$ cat config.mk
export PLATFORM = sky130hd
export DESIGN_NAME = pols_loop_select
export DESIGN_NICKNAME = d
export VERILOG_FILES = /design/src/hw/pols_pkg.sv /design/src/hw/pols_ext_regs.sv /design/src/hw/pols_input_sampler.sv /design/src/hw/pols_loop_select.sv
export VERILOG_INCLUDE_DIRS = /design/src /design/src/hw
export SDC_FILE = /design/constraint.sdc
export NUM_CORES = 1
export LEC_CHECK = 0
export BUFFER_PORTS_ARGS = -buffer_cell sky130_fd_sc_hd__buf_2
export CORE_ASPECT_RATIO = 1.25
export CORE_MARGIN = 8
export CORE_UTILIZATION = 50
export CTS_BUF_LIST = sky130_fd_sc_hd__clkbuf_8 sky130_fd_sc_hd__clkbuf_16
export CTS_CLUSTER_SIZE = 16
export DETAILED_ROUTE_END_ITERATION = 12
export PLACE_DENSITY = 0.88
export SETUP_SLACK_MARGIN = 0.1
export SYNTH_ARGS = -nofsm -noshare
export SYNTH_HDL_FRONTEND = slang
export SYNTH_SLANG_ARGS = --single-unit
$ cat constraint.sdc
create_clock -name clk -period 3.2 [get_ports clk]
set_input_delay 0.64 -clock clk [delete_from_list [all_inputs] [get_ports clk]]
set_output_delay 0.64 -clock clk [all_outputs]
set_load 0.02 [all_outputs]
$ cat src/hw/pols_params.svh
// Register offsets, reset values, function codes and timing counts for the loop-selection block.
`ifndef POLS_PARAMS_SVH
`define POLS_PARAMS_SVH

// ----------------------------------------------------------------------------
// Register offsets and reset values
// ----------------------------------------------------------------------------
`define POLS_ADDR_EXT_ENABLE    16'h0605
`define POLS_ADDR_EXT_SETPOINT  16'h0606
`define POLS_ADDR_EXT_FEEDBACK  16'h0607
`define POLS_RST_EXT_ENABLE     16'h0000
`define POLS_RST_EXT_SETPOINT   16'h0000
`define POLS_RST_EXT_FEEDBACK   16'h0003

// ----------------------------------------------------------------------------
// Digital input function codes
// ----------------------------------------------------------------------------
`define POLS_DI_INTEG_CLEAR     8'h0e
`define POLS_DI_BYPASS_HOLD     8'h0f
`define POLS_DI_BYPASS_PRESET   8'h1e

// ----------------------------------------------------------------------------
// Analog input and output function codes
// ----------------------------------------------------------------------------
`define POLS_AUX_FREQ_CMD       8'h09
`define POLS_AUX_EXT_SETPOINT   8'h12
`define POLS_AUX_EXT_FEEDBACK   8'h13
`define POLS_AO_EXT_LOOP_OUT    8'h0e

// ----------------------------------------------------------------------------
// Encodings
// ----------------------------------------------------------------------------
`define POLS_LOOP_MODE_MAX      4'h8
`define POLS_EXT_DISABLED       16'h0000
`define POLS_EXT_ON_AO1         16'h0001
`define POLS_EXT_ON_AO2         16'h0002
`define POLS_SRC_KEYPAD         16'h0000
`define POLS_SRC_VOLTAGE        16'h0001
`define POLS_SRC_CURRENT        16'h0002
`define POLS_SRC_AUX            16'h0003
`define POLS_SRC_SERIAL         16'h0004

// ----------------------------------------------------------------------------
// Timing
// ----------------------------------------------------------------------------
`define POLS_CLK_HZ             40000000
`define POLS_UPDATE_US          5
`define POLS_UPDATE_CYCLES      ((`POLS_UPDATE_US * (`POLS_CLK_HZ / 1000000)))

`endif

$ cat src/hw/pols_pkg.sv
// Types shared by the loop-selection block.
package pols_pkg;

    // ------------------------------------------------------------------------
    // Frequency command source
    // ------------------------------------------------------------------------
    typedef enum logic [2:0] {
        POLS_FSRC_LOOP    = 3'b000,
        POLS_FSRC_KEYPAD  = 3'b001,
        POLS_FSRC_AUX     = 3'b010,
        POLS_FSRC_VOLTAGE = 3'b011,
        POLS_FSRC_SERIAL  = 3'b100,
        POLS_FSRC_PULSE   = 3'b101,
        POLS_FSRC_TARGET  = 3'b110,
        POLS_FSRC_PRESET  = 3'b111
    } pols_fsrc_t;

    // ------------------------------------------------------------------------
    // Register read and write port
    // ------------------------------------------------------------------------
    typedef struct packed {
        logic        wr;
        logic        rd;
        logic [15:0] addr;
        logic [15:0] wdata;
    } pols_reg_req_t;

    typedef struct packed {
        logic [15:0] rdata;
        logic        ack;
        logic        err;
    } pols_reg_rsp_t;

    // ------------------------------------------------------------------------
    // Drive configuration seen by the block
    // ------------------------------------------------------------------------
    typedef struct packed {
        logic [3:0]  loop_mode_select;
        logic [7:0]  input5_function_select;
        logic [7:0]  input6_function_select;
        logic [7:0]  input7_function_select;
        logic [7:0]  input8_function_select;
        logic [1:0]  freq_command_source_select;
        logic [7:0]  aux_input_function_select;
        logic [7:0]  analog_out1_function_select;
        logic [7:0]  analog_out2_function_select;
    } pols_cfg_t;

    // ------------------------------------------------------------------------
    // Selection outcome
    // ------------------------------------------------------------------------
    typedef struct packed {
        logic        integ_clear;
        logic        loop_enabled;
        logic        loop_bypassed;
        pols_fsrc_t  freq_src;
        logic [15:0] freq_cmd;
        logic        ext_loop_enabled;
        logic [7:0]  aux_function;
        logic [7:0]  ao1_function;
        logic [7:0]  ao2_function;
        logic        ext_setting_error;
        logic        update_strobe;
    } pols_sel_t;

endpackage

$ cat src/hw/pols_ext_regs.sv
// External-loop configuration registers on the serial register port.
`include "pols_params.svh"

module pols_ext_regs (
    // Clock and reset
    input  wire logic               clk,
    input  wire logic               resetn,
    // Register port
    input  wire pols_pkg::pols_reg_req_t req,
    output pols_pkg::pols_reg_rsp_t rsp,
    // Register contents
    output logic [15:0]             ext_loop_enable_select,
    output logic [15:0]             ext_setpoint_source,
    output logic [15:0]             ext_feedback_source
);
    import pols_pkg::*;

    typedef struct packed {
        logic [15:0]   en;
        logic [15:0]   sp;
        logic [15:0]   fb;
        pols_reg_rsp_t rsp;
    } pols_regs_state_t;

    pols_regs_state_t st_r;
    pols_regs_state_t st_nxt;

    // ------------------------------------------------------------------------
    // Decode
    // ------------------------------------------------------------------------
    // An unmapped address answers with ack and err, and reads back zero.
    always_comb begin
        st_nxt           = st_r;
        st_nxt.rsp.ack   = req.wr | req.rd;
        st_nxt.rsp.err   = 1'b0;
        st_nxt.rsp.rdata = 16'h0000;
        if (req.addr == `POLS_ADDR_EXT_ENABLE) begin
            if (req.wr) begin
                st_nxt.en = req.wdata;
            end
            st_nxt.rsp.rdata = st_r.en;
        end else if (req.addr == `POLS_ADDR_EXT_SETPOINT) begin
            if (req.wr) begin
                st_nxt.sp = req.wdata;
            end
            st_nxt.rsp.rdata = st_r.sp;
        end else if (req.addr == `POLS_ADDR_EXT_FEEDBACK) begin
            if (req.wr) begin
                st_nxt.fb = req.wdata;
            end
            st_nxt.rsp.rdata = st_r.fb;
        end else begin
            st_nxt.rsp.err = req.wr | req.rd;
        end
        if (!req.rd) begin
            st_nxt.rsp.rdata = 16'h0000;
        end
    end

    always_ff @(posedge clk or negedge resetn) begin
        if (!resetn) begin
            st_r.en  <= `POLS_RST_EXT_ENABLE;
            st_r.sp  <= `POLS_RST_EXT_SETPOINT;
            st_r.fb  <= `POLS_RST_EXT_FEEDBACK;
            st_r.rsp <= '0;
        end else begin
            st_r <= st_nxt;
        end
    end

    assign rsp                    = st_r.rsp;
    assign ext_loop_enable_select = st_r.en;
    assign ext_setpoint_source    = st_r.sp;
    assign ext_feedback_source    = st_r.fb;

endmodule

$ cat src/hw/pols_input_sampler.sv
// Registered snapshot of the multi-function digital inputs and their function decode.
`include "pols_params.svh"

module pols_input_sampler #(
    parameter int N_INPUTS = 4
) (
    // Clock and reset
    input  wire logic                    clk,
    input  wire logic                    resetn,
    // Update strobe
    input  wire logic                    sample,
    // Terminals and their functions
    input  wire logic [N_INPUTS-1:0]     din,
    input  wire logic [N_INPUTS*8-1:0]   din_function,
    // Decoded, registered function levels
    output logic                         integ_clear,
    output logic                         bypass_hold,
    output logic                         bypass_preset
);
    import pols_pkg::*;

    typedef struct packed {
        logic clr;
        logic hold;
        logic preset;
    } pols_samp_state_t;

    pols_samp_state_t          st_r;
    pols_samp_state_t          st_nxt;
    logic [N_INPUTS-1:0]       hit_clr;
    logic [N_INPUTS-1:0]       hit_hold;
    logic [N_INPUTS-1:0]       hit_preset;

    // ------------------------------------------------------------------------
    // Per-terminal decode
    // ------------------------------------------------------------------------
    for (genvar i = 0; i < N_INPUTS; i++) begin : g_term
        assign hit_clr[i]    = din[i] && (din_function[i*8 +: 8] == `POLS_DI_INTEG_CLEAR);
        assign hit_hold[i]   = din[i] && (din_function[i*8 +: 8] == `POLS_DI_BYPASS_HOLD);
        assign hit_preset[i] = din[i] && (din_function[i*8 +: 8] == `POLS_DI_BYPASS_PRESET);
    end

    // Inputs are held between updates so the whole selection sees one snapshot.
    always_comb begin
        st_nxt = st_r;
        if (sample) begin
            st_nxt.clr    = |hit_clr;
            st_nxt.hold   = |hit_hold;
            st_nxt.preset = |hit_preset;
        end
    end

    always_ff @(posedge clk or negedge resetn) begin
        if (!resetn) begin
            st_r <= '0;
        end else begin
            st_r <= st_nxt;
        end
    end

    assign integ_clear   = st_r.clr;
    assign bypass_hold   = st_r.hold;
    assign bypass_preset = st_r.preset;

endmodule

$ cat src/hw/pols_loop_select.sv
// Loop override, bypass source selection and external-loop configuration decode.
`include "pols_params.svh"

module pols_loop_select #(
    parameter int N_INPUTS      = 4,
    parameter int UPDATE_CYCLES = `POLS_UPDATE_CYCLES
) (
    // Clock and reset
    input  wire logic                    clk,
    input  wire logic                    resetn,
    // Serial register port
    input  wire pols_pkg::pols_reg_req_t reg_req,
    output pols_pkg::pols_reg_rsp_t      reg_rsp,
    // Drive configuration
    input  wire pols_pkg::pols_cfg_t     cfg,
    // Digital input terminals 5 to 8
    input  wire logic [N_INPUTS-1:0]     din,
    // Frequency command candidates
    input  wire logic [15:0]             loop_freq_cmd,
    input  wire logic [15:0]             loop_target,
    input  wire logic [15:0]             keypad_freq,
    input  wire logic [15:0]             aux_freq,
    input  wire logic [15:0]             voltage_freq,
    input  wire logic [15:0]             serial_freq,
    input  wire logic [15:0]             pulse_freq,
    input  wire logic [15:0]             preset_speed_sixteen,
    // Selection outcome
    output pols_pkg::pols_sel_t          sel
);
    import pols_pkg::*;

    localparam int CW = $clog2(UPDATE_CYCLES + 1);

    typedef struct packed {
        logic [CW-1:0] tick;
        logic [15:0]   held_target;
        pols_sel_t     sel;
    } pols_top_state_t;

    pols_top_state_t st_r;
    pols_top_state_t st_nxt;

    logic [15:0] ext_en;
    logic [15:0] ext_sp;
    logic [15:0] ext_fb;
    logic        update;
    logic        di_clr;
    logic        di_hold;
    logic        di_preset;

    // ------------------------------------------------------------------------
    // Configuration registers and input snapshot
    // ------------------------------------------------------------------------
    pols_ext_regs u_regs (
        .clk                    (clk),
        .resetn                 (resetn),
        .req                    (reg_req),
        .rsp                    (reg_rsp),
        .ext_loop_enable_select (ext_en),
        .ext_setpoint_source    (ext_sp),
        .ext_feedback_source    (ext_fb)
    );

    pols_input_sampler #(
        .N_INPUTS (N_INPUTS)
    ) u_samp (
        .clk           (clk),
        .resetn        (resetn),
        .sample        (update),
        .din           (din),
        .din_function  ({cfg.input8_function_select, cfg.input7_function_select,
                         cfg.input6_function_select, cfg.input5_function_select}),
        .integ_clear   (di_clr),
        .bypass_hold   (di_hold),
        .bypass_preset (di_preset)
    );

    assign update = (st_r.tick == CW'(UPDATE_CYCLES - 1));

    // ------------------------------------------------------------------------
    // Selection
    // ------------------------------------------------------------------------
    always_comb begin
        logic       loop_on;
        logic       ext_on;
        pols_fsrc_t fsrc;
        logic [15:0] fcmd;
        loop_on = 1'b0;
        ext_on  = 1'b0;
        fsrc    = POLS_FSRC_LOOP;
        fcmd    = 16'h0000;
        st_nxt  = st_r;
        st_nxt.sel.update_strobe = update;
        st_nxt.tick = update ? '0 : CW'(st_r.tick + 1'b1);

        loop_on = (cfg.loop_mode_select != 4'h0) && (cfg.loop_mode_select <= `POLS_LOOP_MODE_MAX);

        if (update) begin
            st_nxt.sel.integ_clear  = di_clr;
            st_nxt.sel.loop_enabled = loop_on;
            if (loop_on && di_preset) begin
                fsrc = POLS_FSRC_PRESET;
                fcmd = preset_speed_sixteen;
            end else if (loop_on && di_hold) begin
                // A zero keypad value with the loop in hold bypass falls back to the last loop target.
                case (cfg.freq_command_source_select)
                    2'h0: begin
                        if (keypad_freq == 16'h0000) begin
                            fsrc = POLS_FSRC_TARGET;
                            fcmd = st_r.held_target;
                        end else begin
                            fsrc = POLS_FSRC_KEYPAD;
                            fcmd = keypad_freq;
                        end
                    end
                    2'h1: begin
                        if (cfg.aux_input_function_select == `POLS_AUX_FREQ_CMD) begin
                            fsrc = POLS_FSRC_AUX;
                            fcmd = aux_freq;
                        end else begin
                            fsrc = POLS_FSRC_VOLTAGE;
                            fcmd = voltage_freq;
                        end
                    end
                    2'h2: begin
                        fsrc = POLS_FSRC_SERIAL;
                        fcmd = serial_freq;
                    end
                    default: begin
                        fsrc = POLS_FSRC_PULSE;
                        fcmd = pulse_freq;
                    end
                endcase
            end else if (loop_on) begin
                fsrc = POLS_FSRC_LOOP;
                fcmd = loop_freq_cmd;
                st_nxt.held_target = loop_target;
            end else begin
                fsrc = POLS_FSRC_KEYPAD;
                fcmd = keypad_freq;
            end
            st_nxt.sel.loop_bypassed = loop_on && (di_hold || di_preset);
            st_nxt.sel.freq_src      = fsrc;
            st_nxt.sel.freq_cmd      = fcmd;
        end

        // External loop configuration follows the registers every cycle.
        ext_on = (ext_en == `POLS_EXT_ON_AO1) || (ext_en == `POLS_EXT_ON_AO2);
        st_nxt.sel.ext_loop_enabled = ext_on;

        st_nxt.sel.aux_function = cfg.aux_input_function_select;
        if (ext_fb == `POLS_SRC_AUX) begin
            st_nxt.sel.aux_function = `POLS_AUX_EXT_FEEDBACK;
        end
        if (ext_sp == `POLS_SRC_AUX) begin
            st_nxt.sel.aux_function = `POLS_AUX_EXT_SETPOINT;
        end

        st_nxt.sel.ao1_function = cfg.analog_out1_function_select;
        st_nxt.sel.ao2_function = cfg.analog_out2_function_select;
        if (ext_en == `POLS_EXT_ON_AO1) begin
            st_nxt.sel.ao1_function = `POLS_AO_EXT_LOOP_OUT;
        end else if (ext_en == `POLS_EXT_ON_AO2) begin
            st_nxt.sel.ao2_function = `POLS_AO_EXT_LOOP_OUT;
        end

        // With the external loop on, both sources naming the same terminal cannot be told apart, so flag it.
        st_nxt.sel.ext_setting_error = ext_on && (ext_sp == ext_fb) &&
                                       (ext_sp >= `POLS_SRC_VOLTAGE) && (ext_sp <= `POLS_SRC_AUX);
    end

    always_ff @(posedge clk or negedge resetn) begin
        if (!resetn) begin
            st_r <= '0;
        end else begin
            st_r <= st_nxt;
        end
    end

    assign sel = st_r.sel;

endmodule

After elaboration in Yosys (flattened, before gate mapping)
Index checks and enable logic that the tools add are counted.

operators by class
  bitwise gates (word level) = 5
  order comparisons = 3
  add/sub/neg operators = 1
  reduce and logical (&&, ||, !) cells = 31
  muxes and demuxes = 25
  eq/ne operators = 24

operator list
  kind                                                                                  number
  16-bit two-way mux                                                                    9
  8-bit by 4-bit == test with 1-bit output, second input constant                       9
  16-bit by 11-bit == test with 1-bit output, second input constant                     3
  16-bit by 2-bit == test with 1-bit output, second input constant                      3
  8-bit two-way mux                                                                     6
  16-bit case mux with 3 select lines                                                   1
  8-bit by 5-bit == test with 1-bit output, second input constant                       4
  1-bit logical AND                                                                     19
  16-bit by 1-bit == test with 1-bit output, second input constant                      1
  16-bit == test                                                                        1
  16-bit by 1-bit greater-or-equal comparator with 1-bit output, second input constant  1
  16-bit by 2-bit less-or-equal comparator with 1-bit output, second input constant     1
  16-bit zero test                                                                      1
  4-bit OR reduction                                                                    3
  3-bit two-way mux                                                                     3
  3-bit case mux with 3 select lines                                                    1
  8-bit by 1-bit adder with 8-bit output, second input constant                         1
  8-bit == test, second input constant                                                  1
  4-bit AND reduction                                                                   2
  1-bit two-way mux                                                                     5
  4-bit less-or-equal comparator, second input constant                                 1
  1-bit inverter                                                                        4
  4-bit nonzero test                                                                    1
  3-bit AND reduction                                                                   1
  other kinds (6)                                                                       7

storage, ports and cells
  register bits after elaboration = 142
  input port bits = 230

Depth between registers and ports, before layout
Gate-level depths: netlist of the first run.

  depth after elaboration = 5
  depth in mapped cells = 7

Cells and area by module
From an unflattened synthesis of the first run, not the netlist that was laid out.

second synthesis, totals
  cells, all modules = 691
  area, all modules = 7926.4 sq um

modules (own cells, without submodules)
  module              instances  cells an instance  area an instance (sq um)  sequential area each (sq um)
  pols_loop_select    1          470                4782.1                    1826.8
  pols_ext_regs       1          186                2837.7                    1654.1
  pols_input_sampler  1          35                 306.5                     75.1

Least setup slack after synthesis of the first run
No wires, ideal clock.

  kind = input to register
  start point = input reg_req[19] in the netlist's numbering
  end point = register u_regs.st_r, in the netlist u_regs.ext_setpoint_source[10]
  slack = 994 ps
  required time = 3073 ps
  path buffers = 2
  stages = 7
  arrival = 2078 ps
  cell sequence = nor4b_2 -> nand4_2 -> nor2_2 -> and3_1 -> buf_4 -> buf_6 -> mux2_1

on the way
  word-level cells in the longest chain between the ends = 3
  elaborated cells on any way between the ends = 4
  those cells by class = eq/ne (2); bitwise (1); reduce/logical (1)

ends and longest elaborated chain
  item                                                  line                    text
  start: declaration                                    pols_loop_select.sv:12  input wire pols_pkg::pols_reg_req_t reg_req,
  16-bit by 11-bit == test with 1-bit output (no line)  -
  1-bit inverter (no line)                              -
  3-bit AND reduction (no line) (*)                     -
  end signal: assignment                                pols_ext_regs.sv:67     st_r <= st_nxt;
  end: declaration                                      pols_ext_regs.sv:25     pols_regs_state_t st_r;

Mark *: on every way between the ends. The rest lies on a longest branch, timed or not.
A chain may end at the register's enable or synchronous reset.

Final worst setup path of the first run
  start point = input keypad_freq[12]
  end point = register st_r, in the netlist sel[42]

on the way
  word-level cells in the longest chain between the ends = 5

ends and longest elaborated chain
  item                                 line                     text
  start: declaration                   pols_loop_select.sv:21   input wire logic [15:0] keypad_freq,
  16-bit zero test                     pols_loop_select.sv:108  if (keypad_freq == 16'h0000) begin
  16-bit two-way mux                   pols_loop_select.sv:108
  16-bit case mux with 3 select lines  pols_loop_select.sv:106  case (cfg.freq_command_source_select)
  16-bit two-way mux                   pols_loop_select.sv:104  end else if (loop_on && di_hold) begin
  16-bit two-way mux                   pols_loop_select.sv:101  if (loop_on && di_preset) begin
  end signal: assignment               pols_loop_select.sv:176  st_r <= st_nxt;
  end: declaration                     pols_loop_select.sv:40   pols_top_state_t st_r;

Every way passes these cells.

==> impl_results.md, run 1 <==
- Outcome: complete, no violations
- GR Layer Usage met1: between 20 and 30%
- Synth Cell Area: 0.007735 sq mm
- Detailed Routing Iterations Pass 1: 5
- Clk sink count: 142
- Area share of the largest cell type after synthesis: 45.29%
- Final instance area: roughly 0.01 sq mm
- Worst path arrival time: approximately 2800 ps
- Final hold vios: 0
- Largest net degree at the start of global routing: 94
- N_diodes: 0
- Vias in the first global route: about 7200
- Max-cap viol count: 0
- Crit path capture type: register
- Largest family of logic cells by synthesized area: multiplexers
- #FFs+latches synth: 142
- Combinational power share: about 10%
- Mux share of post-synthesis cell area: 16.32%
- Hpwl dp: 19280 um
- Slew HR: 37.24%
- Clock share of power: 47.7%
- Total grt overflow: 0
- DP Area: about 0.009 sq mm
- EDFF count, synth: 0
- Power per cell area: about 440 mW/mm^2
- Worst slew pin tran: 941.3 ps
- Syn Area/Cell: about 11 sq um
- Clk_skew: 10.14 ps
- GRT busiest layer: met2
- Critical Path RT: 3490 ps
- Cells after Synth: 683
- Int Power: between 3000 and 4000 uW
- GRT met2 Usage: between 40% and 50%
- Antenna violations before repair: 5
- Starting density of the core: approximately half
- Peak supply drop: between 400 and 500 uV
- GRT Total Usage: between 20% and 30%
- First-pass GRT wire length: 38610 um
- Cells along the critical path: buf_2 > nor4_1 > and4_1 > nor3b_4 > buf_4 > a221oi_1 > o41ai_1
- # resized after CTS: 0
- Final WL: around 25000 um
- Top delay family on crit path: simple AND/OR/NAND/NOR gates
- RSZ-0062 raised after global routing: false
- Die area: about 0.02 sq mm
- Kind of critical path: in2reg
- Root Driver: clkbuf_16
- Top cells by area, synth: dfrtp_1, mux2_2, buf_4
- Leakage power figure: 0.004986 uW
- Antenna viol nets, final: 0
- Synth warnings: 0
- Vias/cell: 5.788
- M3 GR Usage: 9.555%
- Hold buffers post-CTS: 0
- WL/cell: roughly 22 um
- Multi-input logic area: 0.003556 sq mm
- Die height: 155.1 um
- Filler instances: approximately 1200
- Top_reg_cell synth: dfrtp_1
- Worst-Skew Late Latency: between 400 and 500 ps
- I/O Pins: 297
- # nets final: 1167
- Sw frac: 23.42%
- Buf/Inv on CP: 2
- Synth Area in Compound Gates: 12.80%
- P_sw: 1011 uW
- Min-delay worst type: in2async
- Flop pwr share: 42.1%
- Die W: 127.2 um
- Post-Synth Adder-Cell Area: 0.1618%
- Layout cells sized above 1: 49.53%
- Fmax: 406.4 MHz
- Layout area overhead: 25.67%
- Critical Path Slowest Stage Cell: nor4_1
- Xor-xnor portion of the synthesized cell area: 2.378%
- Final setup viols: 0
- FFs w/ async S/R, synth: between 90% and 100%
- Post-CTS Setup Bufs: 0
- Register area share after synthesis: 45.97%
- Port Buf Inserts: ~300
- Util after Layout: 63.21%
- Number of remaining DRC errors: 0
- Via count: 6720
- Most common cell in the netlist: dfrtp_1
- Hold_ws: ~49 ps
- Final period util: 76.89%
- Top post-synthesis cells by count: dfrtp_1, mux2_2, buf_4
- Final min period: 2461 ps
- Setup TNS: 0 ps
- Number of library cell types mapped by synthesis: between 60 and 70
- # rows: 51
- Total CTS buffers: 17
- Htree depth: 4
- Worst path max stage delay: 480 ps
- Syn nets: 914
- Storage cell area: 0.003556 sq mm
- Core ar.: 0.01538 sq mm
- Maximum net fanout on the critical path: 8
- Drt first-iter violations: 648
- TritonCTS clock tree: built
- Clock Pin Slew Worst Setup and Hold Paths: approximately 60 ps
- RePlAce Congestion: 0.9728
- Post-synthesis simple-gate area fraction: 14.17%
- Tot Pwr: 4318 uW
- Worst setup SP type: primary input
- Longest Clk Path Bufs: 2
- Final slew viol count: 0
- Area leader, netlist: dfrtp_1
## routing by layer
metal	wire length [um]	part of all wire (%)	vias to the layer above
li1	-	-	2961
met1	8663	35	3201
met2	12560	50	441
met3	2468	9.8	107
met4	1307	5.2	10
met5	67	0.27	-
## cells in the final DEF, fill, tap and decap left out, drive strengths merged, types with 8 or more instances in the layout
cell type,count
nand2b,10
dfrtp,140
nor3,12
a221oi,17
xor2,11
or2,8
mux2i,17
o21ai,35
a22o,17
nor2,50
a222oi,9
nand4,9
o41ai,16
buf,316
clkbuf,20
inv,20
xnor2,10
nand2,26
mux2,97
nor4,18
## layout make-up
type | count | area share (%)
Timing Repair Buffer | 316 | 16.98
Tap cell | 212 | 2.729
Clock buffer | 20 | 4.801
Multi-Input combinational cell | 441 | 36.58
Clock inverter | 12 | 1.635
Inverter | 18 | 0.6951
Sequential cell | 142 | 36.58
## logic make-up after synthesis
group / after synthesis
DFF: 142
adders and majority gates: 1
buffers and inverters: 100
and+or+nand+nor: 187
muxes: 114
xor gates and xnor gates: 21
AOI/OAI and AO/OA: 118
## worst reg2reg max path, stage by stage, from the launching register on
cell     delay [ps]
dfrtp_1         430
nor3b_2         240
and4_2          530
nand3_2         510
o41ai_1         550
## power by group through the flow
stage	Sequential [uW]	Clock, uW	Combinational (uW)
2_1_floorplan	1850	0	194
3_3_place_gp	1850	0	427
3_5_place_dp	1850	0	437
4_1_cts	1820	2110	440
5_1_grt	1820	2190	477
6_report	1820	2060	442
## flip-flops by register name, indices dropped and copies added, names as in the netlist
| signal | flops |
|---|---|
| u_regs.ext_feedback_source | 16 |
| u_samp.bypass_hold | 1 |
| st_r | 24 |
| u_regs.ext_loop_enable_select | 16 |
| u_regs.rsp | 18 |
| u_samp.bypass_preset | 1 |
| u_samp.integ_clear | 1 |
| sel | 49 |
| u_regs.ext_setpoint_source | 16 |
## stage by stage
| step | cells | setup WS, ps |
|---|---|---|
| after floorplan | 683 | 994.2 |
| after global placement | 1129 | 494.2 |
| after detailed placement | 1129 | 349.0 |
| after CTS | 1161 | 800.7 |
| after global routing | 1161 | 653.3 |
| final | 1161 | 739.4 |
## final timing paths
path / from / endpoint / slack (ps) / cells past startpoint
worst max-delay path: keypad_freq[12] / sel[42]$_DFFE_PN0P_ / 740 / 7
worst min register to register: st_r[65]$_DFF_PN0_ / st_r[65]$_DFF_PN0_ / 460 / 1
worst max register to register: st_r[70]$_DFF_PN0_ / sel[42]$_DFFE_PN0P_ / 830 / 4
min in group clk: cfg[9] / sel[11]$_DFF_PN0_ / 410 / 2
max in group asynchronous: resetn / u_regs.ext_feedback_source[2]$_DFFE_PN0P_ / 2420 / 2
worst min-delay path: resetn / sel[27]$_DFFE_PN0P_ / 50 / 1
Note: power is estimated with default switching activity, not from simulation.
==> run 2: changes to the inputs <==
- clock period: 3.2 -> 2.44 ns (I/O delays scaled with it)
==> run 2 against run 1 <==
Compared with the run above:
- clock skew up 1.5 ps
- non-clock buffer count increased by 9
- critical path depth fell by 2
- global-route usage is 0.44 points lower
- count of clock-buffer cells in the layout down 1
==> impl_results.md, run 2 (same netlist as run 1, synthesis figures left out) <==
- Outcome: complete, no violations
- Met3 wire len: 2286 um
- Total CTS buffers: 17
- # nets final: 1176
- Flop-to-flop setup slack: 370 ps
- Max-cap viol count: 0
- Final period util: between 80% and 90%
- Core ar.: 0.01538 sq mm
- # rows: 51
- M1 wire length: 8897 um
- Number of remaining DRC errors: 0
- Die height: 155.1 um
- Slew HR: 54.84%
- Most common cell after layout, fill and taps aside: buf_2
- Max layer used: met5
- Setup TNS: 0 ps
- RePlAce Congestion: 0.9102
- Hpwl dp: around 19000 um
- DP Area: 0.009225 sq mm
- Power per cell area: 581.9 mW/mm^2
- Sw frac: about 23%
- Peak supply drop: between 400 and 500 uV
- Post-CTS Setup Bufs: 0
- Flip-flop count of the largest register after layout: 49
- Final instance area: between 0.009 and 0.01 sq mm
- # resized after CTS: 0
- Util after Layout: 64.14%
- Antenna violations before repair: 3
- Antenna viol nets, final: 0
- RSZ-0062 raised after global routing: false
- Layout cells sized above 1: about half
- Worst path arrival time: 2350 ps
- Fmax: around 480 MHz
- Hold_ws: 70.00 ps
- Filler instances: ~1200
- Reg-to-Reg Start: st_r[70]$_DFF_PN0_
- Die area: roughly 0.020 sq mm
- Worst setup SP type: register
- Flop pwr share: 41.5%
- Clock Pin Slew Worst Setup and Hold Paths: 60 ps
- Combinational power share: roughly a tenth
- Longest Clk Path Bufs: 2
- Placed cells: 1138
- TritonCTS clock tree: built
- Critical Path RT: 2730 ps
- Starting density of the core: between 50 and 60%
- Hold buffers post-CTS: 0
- Root Driver: clkbuf_16
- Final cell count without fillers: 1170
- First-pass GRT wire length: 37710 um
- WL/cell: 21.22 um
- Leakage power figure: 0.005053 uW
- Layout area overhead: 27.53%
- Worst slew pin tran: 677.4 ps
- Detailed Routing Iterations Pass 1: 7
- Final WL: 24830 um
- Worst-Skew Late Latency: approximately 420 ps
- Clock share of power: 48.3%
- Maximum net fanout on the critical path: 13
- Vias/cell: around 5.7
- Port Buf Inserts: ~300
- WL met2: 12460 um
- Drt first-iter violations: 439
- Final min period: 2067 ps
- Total grt overflow: 0
- Reg2Reg Depth: 5
- Reg2reg end: sel[28]$_DFFE_PN0P_
- Kind of critical path: reg2reg
- Vias in the first global route: slightly above 7000
- Crit path capture type: register
- Int Power: ~4400 uW
- Most frequent cells in the layout: buf_2, dfrtp_1, mux2_2
- Clk sink count: 142
- Via count: approximately 6700
- Min-delay worst type: in2async
- Final hold vios: 0
- Largest net degree at the start of global routing: 71
- Final slew viol count: 0
- Clk_skew: 11.64 ps
- I/O Pins: 297
- P_sw: 1321 uW
- N_diodes: 0
- Htree depth: 4
- Die W: 127.2 um
- GRT Total Usage: 24.83%
- Final setup viols: 0
run 2: cell types whose count changed in the layout (fill, tap and decap cells not counted), sizes merged:
| cell | delta |
|---|---|
| clkbuf | -1 |
| clkinvlp | -1 |
| bufinv | +1 |
| buf | +9 |
| clkinv | +2 |
| inv | -1 |
run 2: area by class of cell:
cell class | count | area (sq um) | area share (%)
timing repair buffer | 325 | 1780 | 18.05
inverter | 18 | 67.56 | 0.6849
multi-input combinational | 441 | 3556 | 36.05
clock buffer | 19 | 452.9 | 4.592
clock inverter | 13 | 186.4 | 1.890
sequential | 142 | 3556 | 36.05
tap | 212 | 265.3 | 2.689
run 2: layer usage:
layer | GRT usage (%) | vias to the layer above
met4 | 12.55 | 6
li1 | - | 2989
met1 | 26.73 | 3234
met2 | 42.87 | 399
met5 | 0 | -
met3 | 8.048 | 90
run 2: worst max path at each step:
stage | start | to | depth (start not counted)
final | st_r[70]$_DFF_PN0_ | sel[28]$_DFFE_PN0P_ | 5
after floorplan | reg_req[19] | u_regs.ext_setpoint_source[10]$_DFFE_PN0P_ | 7
after detailed placement | keypad_freq[11] | sel[29]$_DFFE_PN0P_ | 7
after global routing | u_regs.ext_setpoint_source[5]$_DFFE_PN0P_ | sel[1]$_DFF_PN0_ | 5
after CTS | u_regs.ext_loop_enable_select[5]$_DFFE_PN0P_ | sel[15]$_DFF_PN0_ | 5
after global placement | keypad_freq[11] | sel[41]$_DFFE_PN0P_ | 7
run 2: critical path: stages, from the launching register on:
cell	delay, ps
dfrtp_1	430
nor3b_2	220
and4_2	530
nand3_2	140
buf_4	220
o41ai_1	400
run 2: power groups by stage:
stage                     Clock (uW)  Sequential, uW  Combinational (uW)
after floorplan                    0            2430                 254
after global placement             0            2430                 570
after detailed placement           0            2430                 580
after CTS                       2830            2380                 584
after global routing            2930            2380                 632
final                           2770            2380                 583
run 2: stage by stage:
| step | setup slack, ps | total power (uW) |
|---|---|---|
| after floorplan | 386.2 | 2682 |
| after global placement | 134.7 | 2995 |
| after detailed placement | 30.11 | 3006 |
| after CTS | 352.1 | 5799 |
| after global routing | 203.6 | 5941 |
| final | 372.6 | 5740 |
